## src/shared/skp_pkg.sv

```systemverilog
// constants and types for the service key and led panel
package skp_pkg;
  localparam int unsigned CLK_HZ        = 10_000_000;
  localparam int unsigned TICK_NS       = 1_000_000;      // 1 ms timebase in ns
  localparam int unsigned CLK_NS        = 1_000_000_000 / CLK_HZ;
  localparam int unsigned TICK_CYC      = (TICK_NS + CLK_NS - 1) / CLK_NS;
  localparam int unsigned SHORT_MS      = 1000;           // short press limit, 1 s
  localparam int unsigned LONG_MS       = 4000;           // long press limit, 4 s
  localparam int unsigned SLOW_HALF_MS  = 1000;           // slow blink on/off time, 1 s
  localparam int unsigned FAST_HALF_MS  = 250;            // fast blink on/off time, 0.25 s
  localparam int unsigned DEB_MS        = 20;             // debounce settle time
  localparam int unsigned HOLD_W        = 13;
  localparam int unsigned NUM_LED       = 4;
  localparam int unsigned PAT_W         = 2;
  // led pattern codes
  localparam logic [1:0]  PAT_OFF       = 2'h0;
  localparam logic [1:0]  PAT_ON        = 2'h1;
  localparam logic [1:0]  PAT_SLOW      = 2'h2;
  localparam logic [1:0]  PAT_FAST      = 2'h3;
  // status led colour as r,g,b
  localparam logic [2:0]  RGB_GREEN     = 3'h2;
  localparam logic [2:0]  RGB_MAGENTA   = 3'h5;
  localparam logic [2:0]  RGB_OFF       = 3'h0;
  typedef enum logic [1:0] {SKP_BOOT, SKP_RUN, SKP_TEST} skp_mode_type;
endpackage

```

## src/hdl/skp_panel.sv

```systemverilog
// service key timing, action decode and status led patterns
`timescale 1ns/100ps
`default_nettype none
module skp_panel #(
  parameter int unsigned SHORT_MS = skp_pkg::SHORT_MS,
  parameter int unsigned LONG_MS  = skp_pkg::LONG_MS,
  parameter int unsigned DEB_MS   = skp_pkg::DEB_MS,
  parameter int unsigned TICK_CYC = skp_pkg::TICK_CYC
) (
  input  wire logic                     i_clk,
  input  wire logic                     i_rst_n,
  input  wire logic                     i_key_a_n,
  input  wire logic                     i_key_b_n,
  input  wire logic                     i_boot_done,
  input  wire logic                     i_power_up,
  input  wire logic [2*skp_pkg::NUM_LED-1:0] i_led_pat,
  output logic                          o_usb_cancel,
  output logic                          o_usb_start,
  output logic                          o_load_default,
  output logic                          o_restart,
  output logic                          o_fw_update,
  output logic                          o_test_mode,
  output logic [skp_pkg::NUM_LED-1:0]   o_led,
  output logic [2:0]                    o_led5_rgb
);
  // refuse settings that would overflow the hold, debounce or tick counters
  if (SHORT_MS < 1 || SHORT_MS >= LONG_MS || LONG_MS >= (1 << skp_pkg::HOLD_W)
      || DEB_MS < 1 || DEB_MS > 256 || TICK_CYC < 1 || TICK_CYC > 65536) begin : g_bad_param
    $error("skp_panel: bad timing parameters");
  end

  // millisecond tick
  logic [15:0] tick_cnt_q;
  logic        tick_q;
  wire         tick_end = (tick_cnt_q == 16'(TICK_CYC - 1));
  always_ff @(posedge i_clk) begin
    if (!i_rst_n) begin
      tick_cnt_q <= 16'h0000;
      tick_q     <= 1'b0;
    end else begin
      tick_cnt_q <= tick_end ? 16'h0000 : tick_cnt_q + 16'h0001;
      tick_q     <= tick_end;
    end
  end

  // per key sync, debounce, hold timer; keys are active low at the pin
  logic [1:0] key_n;
  logic [1:0] s1_q, s2_q, deb_q, deb_prev_q;
  logic [1:0] short_ev, long_ev, sus_ev;
  logic [1:0] sus_seen_q;
  assign key_n = {i_key_b_n, i_key_a_n};
  genvar k;
  generate
    for (k = 0; k < 2; k++) begin : g_key
      logic [7:0]                 deb_cnt_q;
      logic [skp_pkg::HOLD_W-1:0] hold_q;
      wire released    = deb_prev_q[k] & ~deb_q[k];
      // threshold compares; the counter parks at the sustained mark
      wire under_short = (hold_q < (skp_pkg::HOLD_W)'(SHORT_MS));
      wire at_long     = (hold_q == (skp_pkg::HOLD_W)'(LONG_MS));
      // classification only at release or on crossing the sustained mark
      assign short_ev[k] = released & ~sus_seen_q[k] & under_short;
      assign long_ev[k]  = released & ~sus_seen_q[k] & ~under_short;
      assign sus_ev[k]   = deb_q[k] & tick_q & ~sus_seen_q[k] & at_long;
      always_ff @(posedge i_clk) begin
        if (!i_rst_n) begin
          s1_q[k] <= 1'b0;
          s2_q[k] <= 1'b0;
          deb_q[k] <= 1'b0;
          deb_prev_q[k] <= 1'b0;
          deb_cnt_q <= 8'h00;
          hold_q <= '0;
          sus_seen_q[k] <= 1'b0;
        end else begin
          s1_q[k] <= ~key_n[k];
          s2_q[k] <= s1_q[k];
          deb_prev_q[k] <= deb_q[k];
          // the level must stay different for DEB_MS ticks before it is accepted
          if (s2_q[k] == deb_q[k]) deb_cnt_q <= 8'h00;
          else if (tick_q) begin
            if (deb_cnt_q == 8'(DEB_MS - 1)) begin
              deb_q[k] <= s2_q[k];
              deb_cnt_q <= 8'h00;
            end else deb_cnt_q <= deb_cnt_q + 8'h01;
          end
          // saturating ms hold counter
          if (!deb_q[k]) hold_q <= '0;
          else if (tick_q && !at_long) hold_q <= hold_q + (skp_pkg::HOLD_W)'(1);
          if (!deb_q[k]) sus_seen_q[k] <= 1'b0;
          else if (sus_ev[k]) sus_seen_q[k] <= 1'b1;
        end
      end
    end
  endgenerate

  // mode machine and actions
  skp_pkg::skp_mode_type mode_q;
  wire both_sus = deb_q[0] & deb_q[1] & (|sus_ev) & (sus_seen_q[0] | sus_ev[0])
                  & (sus_seen_q[1] | sus_ev[1]);
  wire a_only_sus = sus_ev[0] & ~deb_q[1];
  wire active = (mode_q != skp_pkg::SKP_BOOT);
  always_ff @(posedge i_clk) begin
    if (!i_rst_n) begin
      mode_q <= skp_pkg::SKP_BOOT;
      o_usb_cancel <= 1'b0;
      o_usb_start <= 1'b0;
      o_load_default <= 1'b0;
      o_restart <= 1'b0;
      o_fw_update <= 1'b0;
      o_test_mode <= 1'b0;
    end else begin
      o_usb_cancel   <= active & short_ev[0];
      o_usb_start    <= active & short_ev[1];
      o_load_default <= (mode_q == skp_pkg::SKP_TEST) & long_ev[1];
      o_restart      <= (mode_q == skp_pkg::SKP_RUN) & both_sus & ~i_power_up;
      o_fw_update    <= both_sus & i_power_up;
      unique case (mode_q)
        skp_pkg::SKP_BOOT: if (i_boot_done) mode_q <= skp_pkg::SKP_RUN;
        skp_pkg::SKP_RUN:  if (a_only_sus) mode_q <= skp_pkg::SKP_TEST;
        skp_pkg::SKP_TEST: if (a_only_sus) mode_q <= skp_pkg::SKP_RUN;
        default:           mode_q <= skp_pkg::SKP_BOOT;
      endcase
      o_test_mode <= (mode_q == skp_pkg::SKP_TEST);
    end
  end

  // blink phases from the ms tick
  logic [9:0] slow_cnt_q;
  logic [7:0] fast_cnt_q;
  logic       slow_ph_q, fast_ph_q;
  always_ff @(posedge i_clk) begin
    if (!i_rst_n) begin
      slow_cnt_q <= 10'h000;
      fast_cnt_q <= 8'h00;
      slow_ph_q <= 1'b1;
      fast_ph_q <= 1'b1;
    end else if (tick_q) begin
      if (slow_cnt_q == 10'(skp_pkg::SLOW_HALF_MS - 1)) begin
        slow_cnt_q <= 10'h000;
        slow_ph_q <= ~slow_ph_q;
      end else slow_cnt_q <= slow_cnt_q + 10'h001;
      if (fast_cnt_q == 8'(skp_pkg::FAST_HALF_MS - 1)) begin
        fast_cnt_q <= 8'h00;
        fast_ph_q <= ~fast_ph_q;
      end else fast_cnt_q <= fast_cnt_q + 8'h01;
    end
  end

  // led drivers; led5 stays dark until booted
  logic [skp_pkg::NUM_LED-1:0] led_d;
  generate
    for (k = 0; k < skp_pkg::NUM_LED; k++) begin : g_led
      wire [1:0] pat = i_led_pat[2*k +: 2];
      assign led_d[k] = (pat == skp_pkg::PAT_ON) | ((pat == skp_pkg::PAT_SLOW) & slow_ph_q)
                        | ((pat == skp_pkg::PAT_FAST) & fast_ph_q);

    end
  endgenerate
  wire [2:0] rgb_d = (mode_q == skp_pkg::SKP_RUN)  ? skp_pkg::RGB_GREEN :
                     (mode_q == skp_pkg::SKP_TEST) ? skp_pkg::RGB_MAGENTA : skp_pkg::RGB_OFF;
  always_ff @(posedge i_clk) begin
    if (!i_rst_n) begin
      o_led <= '0;
      o_led5_rgb <= skp_pkg::RGB_OFF;
    end else begin
      o_led <= led_d;
      o_led5_rgb <= rgb_d;
    end
  end
endmodule
`default_nettype wire

```

## config.mk

```make
export PLATFORM = sky130hd
export DESIGN_NAME = skp_panel
export DESIGN_NICKNAME = d
export VERILOG_FILES = /design/src/shared/skp_pkg.sv /design/src/hdl/skp_panel.sv
export SDC_FILE = /design/constraint.sdc
export NUM_CORES = 1
export LEC_CHECK = 0
export BUFFER_PORTS_ARGS = -buffer_cell sky130_fd_sc_hd__buf_2
export CORE_MARGIN = 10
export CORE_UTILIZATION = 30
export CTS_BUF_LIST = sky130_fd_sc_hd__clkbuf_16
export DETAILED_ROUTE_END_ITERATION = 8
export SLEW_MARGIN = 10
export SYNTH_ARGS = -nofsm -noshare
export SYNTH_HDL_FRONTEND = slang
export SYNTH_SLANG_ARGS = --single-unit
export TNS_END_PERCENT = 1
```

## constraint.sdc

```tcl
create_clock -name i_clk -period 1.9 [get_ports i_clk]
set_input_delay 0.285 -clock i_clk [delete_from_list [all_inputs] [get_ports i_clk]]
set_output_delay 0.285 -clock i_clk [all_outputs]
set_load 0.1 [all_outputs]
```

==> results of run 1 <==
registers in the layout, indices dropped and copies added (netlist names), 2 cells and up:
register         cells
deb_q                2
deb_prev_q           2
mode_q               2
g_key.hold_q        26
fast_cnt_q           8
slow_cnt_q          10
s1_q                 2
s2_q                 2
o_led                4
g_key.deb_cnt_q     16
tick_cnt_q          16
sus_seen_q           2
o_led5_rgb           2
final cells by class:
| cell class | count | area [sq um] |
|---|---|---|
| flip-flops and latches | 103 | 2060 |
| well taps | 184 | 230 |
| diodes | 1 | 2.50 |
| clock inverters | 7 | 33.8 |
| inverters | 19 | 71.3 |
| clock buffers | 9 | 225 |
| repair buffers | 50 | 323 |
| multi-input cells | 360 | 2240 |
| fillers | 1480 | 9290 |
logic make-up (layout without fill, tap and decap cells):
family | after synthesis | count (layout) | share of synthesized area
and+or+nand+nor | 242 | 242 | 0.280
other | 0 | 1 | 0
AOI/OAI and AO/OA | 37 | 37 | 0.0516
adders and majority gates | 10 | 10 | 0.0283
muxes | 8 | 8 | 0.0184
buffers and inverters | 32 | 85 | 0.0300
xor gates and xnor gates | 63 | 63 | 0.125
DFF | 103 | 103 | 0.467
routing by layer:
| metal | wire (um) | part of all wire |
|---|---|---|
| met5 | 0 | 0 |
| met4 | 141 | 0.016 |
| met3 | 520 | 0.060 |
| met2 | 3900 | 0.45 |
| met1 | 4140 | 0.48 |
worst paths after layout:
kind	to	slack [ns]	depth (start not counted)
hold / removal	s1_q[1]	0.09	2
setup reg to reg	g_key[0].hold_q[1]	0.06	7
hold reg to reg	s2_q[0]	0.44	1
setup / recovery	g_key[0].hold_q[1]	0.06	7
where the power goes:
group	leakage [nW]	internal [W]	switching, W
combinational	0.876	0.0000413	0.0000967
clock	0.140	0.000867	0.000761
sequential	0.833	0.00218	0.00000990
total	1.85	0.00308	0.000868
what timing repair did:
| item | CTS | global route |
|---|---|---|
| resized for setup | 0 | 5 |
| endpoints found under the setup margin | 0 | 15 |
| hold buffers | 0 | 0 |
worst register-to-register path: stages (launching register included):
cell     delay, ns
dfxtp_1       0.31
inv_1         0.07
ha_1          0.14
or4bb_4       0.56
o31ai_2       0.26
buf_4         0.17
mux2i_1       0.17
nor2_1        0.05
metrics by stage:
stage                     power (W)  setup TNS, ns  cell area [sq um]
after floorplan             0.00233              0               4420
after global placement      0.00237              0               4910
after detailed placement    0.00237              0               4910
after CTS                   0.00401              0               5170
after global routing        0.00411        -0.0158               5190
final                       0.00395              0               5190
cell usage in the layout (no fill, tap or decap), types with 16 or more instances in the layout:
| cell type | netlist | routed |
|---|---|---|
| buf_2 | 1 | 26 |
| buf_4 | 1 | 23 |
| dfxtp_1 | 103 | 103 |
| inv_1 | 19 | 22 |
| nand2_1 | 40 | 40 |
| nand3_1 | 17 | 16 |
| nand4_1 | 23 | 23 |
| nor2_1 | 77 | 77 |
| nor3_1 | 22 | 22 |
| o21ai_0 | 19 | 19 |
| xnor2_1 | 43 | 43 |
| xor2_1 | 20 | 20 |
==> run metrics, run 1 <==
status completed; skew final 0.00651 ns; post-route setup slack 0.0618 ns; worst path cell trace inv_1 -> ha_1 -> or4bb_4 -> o31ai_2 -> buf_4 -> mux2i_1 -> nor2_1; DR vias/cell 4.68; Setup crit end kind register; nets 567; Finished Layout Cells 733; I/O pin count 27; syn nets 519; CTS tree built; post-detail-place hpwl 6360 um; Worst R2R Start g_key[0].hold_q[0]; slew margin rel. 0.620; worst path arrival time 2.05 ns; VDD IR max 0.496 mV; top-area cell type share of the netlist area 0.467; Crit path largest cell delay 0.56 ns; flops & latches, synth 103; Finish-stage setup viols 0; element type at the critical path start register; Post-Syn Instances 495; final hold vios 0; DR iter-0 viols 145; H-tree Lvls 3; GRT met1 Usage 0.104; delay-heaviest family, CP simple AND/OR/NAND/NOR gates; all-layer global routing usage 0.0883; Max Cap Viol 0; clock sink count 103; Hold Path Class primary input to register; static leakage 1.85 nW; drt pass-1 iters 5; worst-margin pin slew 0.566 ns; Pwr Density 761 nW/um^2; clock-pin slew on the worst setup and hold paths 0.06 ns; Min Clock Period, post-route 1.84 ns; DR DRC count 0; gp weighted congestion 0.813; Worst-Skew Late Latency 0.34 ns; hold wc startpoint i_key_b_n; num rows 44; initial cell density of the core 0.305; Yosys warnings 0; number of global-route vias before repair 3314; area grow syn2layout 17.6%; Post-Syn Area 4420 sq um; Post-synth top cells dfxtp_1 (103), nor2_1 (77), xnor2_1 (43); most common cell in the synthesized netlist dfxtp_1; Seq/Total Area, Yosys 0.467; ys flop type dfxtp_1; largest net degree at the start of global routing 31; Die Area 20000 sq um; WP data required 2.11 ns; library cells used by synthesis 43; core area 14500 sq um; pre-CTS setup slack 0.0158 ns; die height 141 um; Buf/Inv on CP 2; Post-Route WL 8710 um; number of synthesized flops with an enable pin 0; clock root buffer clkbuf_16; Final Max Tran Viols 0; IO Port Bufs 26; global-route wire length before repair 14900 um; Avg WL per Cell 11.9 um; Post-CTS Repair Setup Buffers 0; total CTS buffers 9; Overflow after GRT 0; Synth area leader dfxtp_1; Area contributors post-synth dfxtp_1 (47%), xnor2_1 (8.5%), nor2_1 (6.5%), xor2_1 (4.0%), nand2_1 (3.4%); post-route ant nets 0; worst-case clock buffer depth 2; Die Wd 141 um; FFs w/ async S/R, synth 0; syn avg cell area 8.92 sq um; CP max stage cell or4bb_4; routing usage on met3 0.0324; Crit Path Max Fanout 3; Critical Path Start g_key[0].hold_q[0]; vias post-DR 3432; f_max 0.544 GHz; fin crit share 0.967; worst hold slack 0.0927 ns; Layout Utilization 0.359; Setup CP Type register to register; initial antenna violation count 1; global-route layer with the greatest usage met2; GR Layer Usage met2 0.144; share of cells above drive strength 1 0.133; Cells after DPL 716
No activity file was read; power rests on OpenSTA's default activity.
==> run 2: changes to the inputs <==
--- a/config.mk
+++ b/config.mk
@@ -7,9 +7,10 @@
 export LEC_CHECK = 0
 export BUFFER_PORTS_ARGS = -buffer_cell sky130_fd_sc_hd__buf_2
 export CORE_MARGIN = 10
-export CORE_UTILIZATION = 30
+export CORE_UTILIZATION = 54
 export CTS_BUF_LIST = sky130_fd_sc_hd__clkbuf_16
 export DETAILED_ROUTE_END_ITERATION = 8
+export PLACE_DENSITY = 0.75
 export SLEW_MARGIN = 10
 export SYNTH_ARGS = -nofsm -noshare
 export SYNTH_HDL_FRONTEND = slang
==> run 2 against run 1 <==
Die area down 39%. Global-route usage rose by 4.8 points. Non-clock buffer count shrank 4. Sequential power barely moved. Clock power grew 3%. Count of clock-buffer cells in the layout unchanged. Clock skew is 0.0015 ns lower. Fmax about the same. Final cell count shrank 12%. Combinational power down 5%. Register-to-register slack hardly changed. Via count fell by 0.44%.
==> run metrics, run 2 (synthesis results as in run 1) <==
status completed; Overflow after GRT 0; total CTS buffers 9; Crit path largest cell delay 0.56 ns; Crit Path Max Fanout 3; share of cells above drive strength 1 0.131; fin crit share 0.967; worst path arrival time 2.05 ns; num rows 32; largest net degree at the start of global routing 38; initial cell density of the core 0.563; DR iter-0 viols 152; Max Cap Viol 0; Setup crit end kind register; worst-case clock buffer depth 2; max FFs per register 26; number of global-route vias before repair 3310; Post-Route WL 8340 um; Reg with most FFs g_key.hold_q; commonest non-fill, non-tap cell in the layout dfxtp_1; Overall Power 0.00400 W; Die Wd 110 um; Inserted Diodes 0; Avg WL per Cell 12.9 um; most frequent cells in the layout dfxtp_1 (103), nor2_1 (77), xnor2_1 (43); slew margin rel. 0.650; H-tree Lvls 3; Largest regs g_key.hold_q (26), g_key.deb_cnt_q (16), tick_cnt_q (16); Hold Path Class primary input to register; CP max stage cell or4bb_4; f_max 0.544 GHz; VDD IR max 0.518 mV; static leakage 1.82 nW; Die Area 12200 sq um; clock sink count 103; Final Max Tran Viols 0; WP data required 2.11 ns; drt pass-1 iters 4; worst-margin pin slew 0.521 ns; I/O pin count 27; Post-CTS Repair Setup Buffers 0; Worst-Skew Late Latency 0.34 ns; post-route ant nets 0; Finish-stage setup viols 0; IO Port Bufs 26; RSZ-0062 raised after global routing yes; die height 110 um; CTS tree built; DR DRC count 0; pre-CTS setup slack 0.0348 ns; area grow syn2layout 14.8%; cts hold-fix bufs 0; all-layer global routing usage 0.137; Min Clock Period, post-route 1.84 ns; global-route wire length before repair 14700 um; DR vias/cell 5.29; core area 7850 sq um; worst path cell trace inv_1 -> ha_1 -> or4bb_4 -> o31ai_2 -> buf_4 -> mux2i_1 -> nor2_1; gp weighted congestion 0.840; setup tns final 0 ns; nets 563; final hold vios 0; skew final 0.00499 ns; vias post-DR 3417; clock-pin slew on the worst setup and hold paths 0.07 ns; clock root buffer clkbuf_16; Pwr Density 789 nW/um^2; Setup CP Type register to register; post-detail-place hpwl 5910 um; post-route setup slack 0.0631 ns; element type at the critical path start register; initial antenna violation count 0
[run 2: area by class of cell]
cell class                      instances  area, sq um
Inverter                               19         71.3
Fill cell                             675         2780
Tap cell                              102          128
Sequential cell                       103         2060
Multi-Input combinational cell        360         2240
Clock inverter                          7         47.5
Clock buffer                            9          225
Timing Repair Buffer                   46          297
[run 2: worst paths after layout]
kind                      startpoint                 end  slack (ns)  depth (start not counted)
setup / recovery  g_key[0].hold_q[0]  g_key[0].hold_q[1]        0.06                          7
hold / removal             i_key_a_n             s1_q[0]        0.09                          2
setup reg to reg  g_key[0].hold_q[0]  g_key[0].hold_q[1]        0.06                          7
hold reg to reg              s1_q[0]             s2_q[0]        0.43                          1
[run 2: power by group]
| part | switching [W] | total (W) | internal [W] |
|---|---|---|---|
| logic | 0.0000934 | 0.000131 | 0.0000378 |
| registers | 0.00000998 | 0.00219 | 0.00218 |
| clock network | 0.000793 | 0.00168 | 0.000890 |
| total | 0.000896 | 0.00400 | 0.00310 |
[run 2: routing by layer]
metal / part of all wire / routed length, um / GRT usage
met4: 0.0066 / 55 / 0.0320
met1: 0.48 / 3960 / 0.166
met2: 0.48 / 4000 / 0.228
met5: 0 / 0 / 0
met3: 0.038 / 317 / 0.0438
[run 2: critical path: cells and delay by family, from the launching register on]
family / cells / cell delay (ns)
AND/OR/NAND/NOR: 2 / 0.61
AO/OA/AOI/OAI: 1 / 0.23
multiplexers: 1 / 0.17
buffers and inverters: 2 / 0.23
adder cells (fa/ha/maj): 1 / 0.16
flip-flops: 1 / 0.31
[run 2: through the flow]
stage               cells   util  hold slack (ns)  instance area [sq um]
global placement      630  0.609            0.415                   4780
global route          646  0.646           0.0786                   5070
finish                646  0.646           0.0938                   5070
floorplan             495      -            0.357                   4420
detailed placement    630  0.609            0.421                   4780
CTS                   646  0.644           0.0827                   5050
[run 2: what timing repair did]
action	in CTS	in global routing
endpoints found under the hold margin	0	0
pin swaps	0	1
gates resized for setup	1	4
endpoints found under the setup margin	1	21
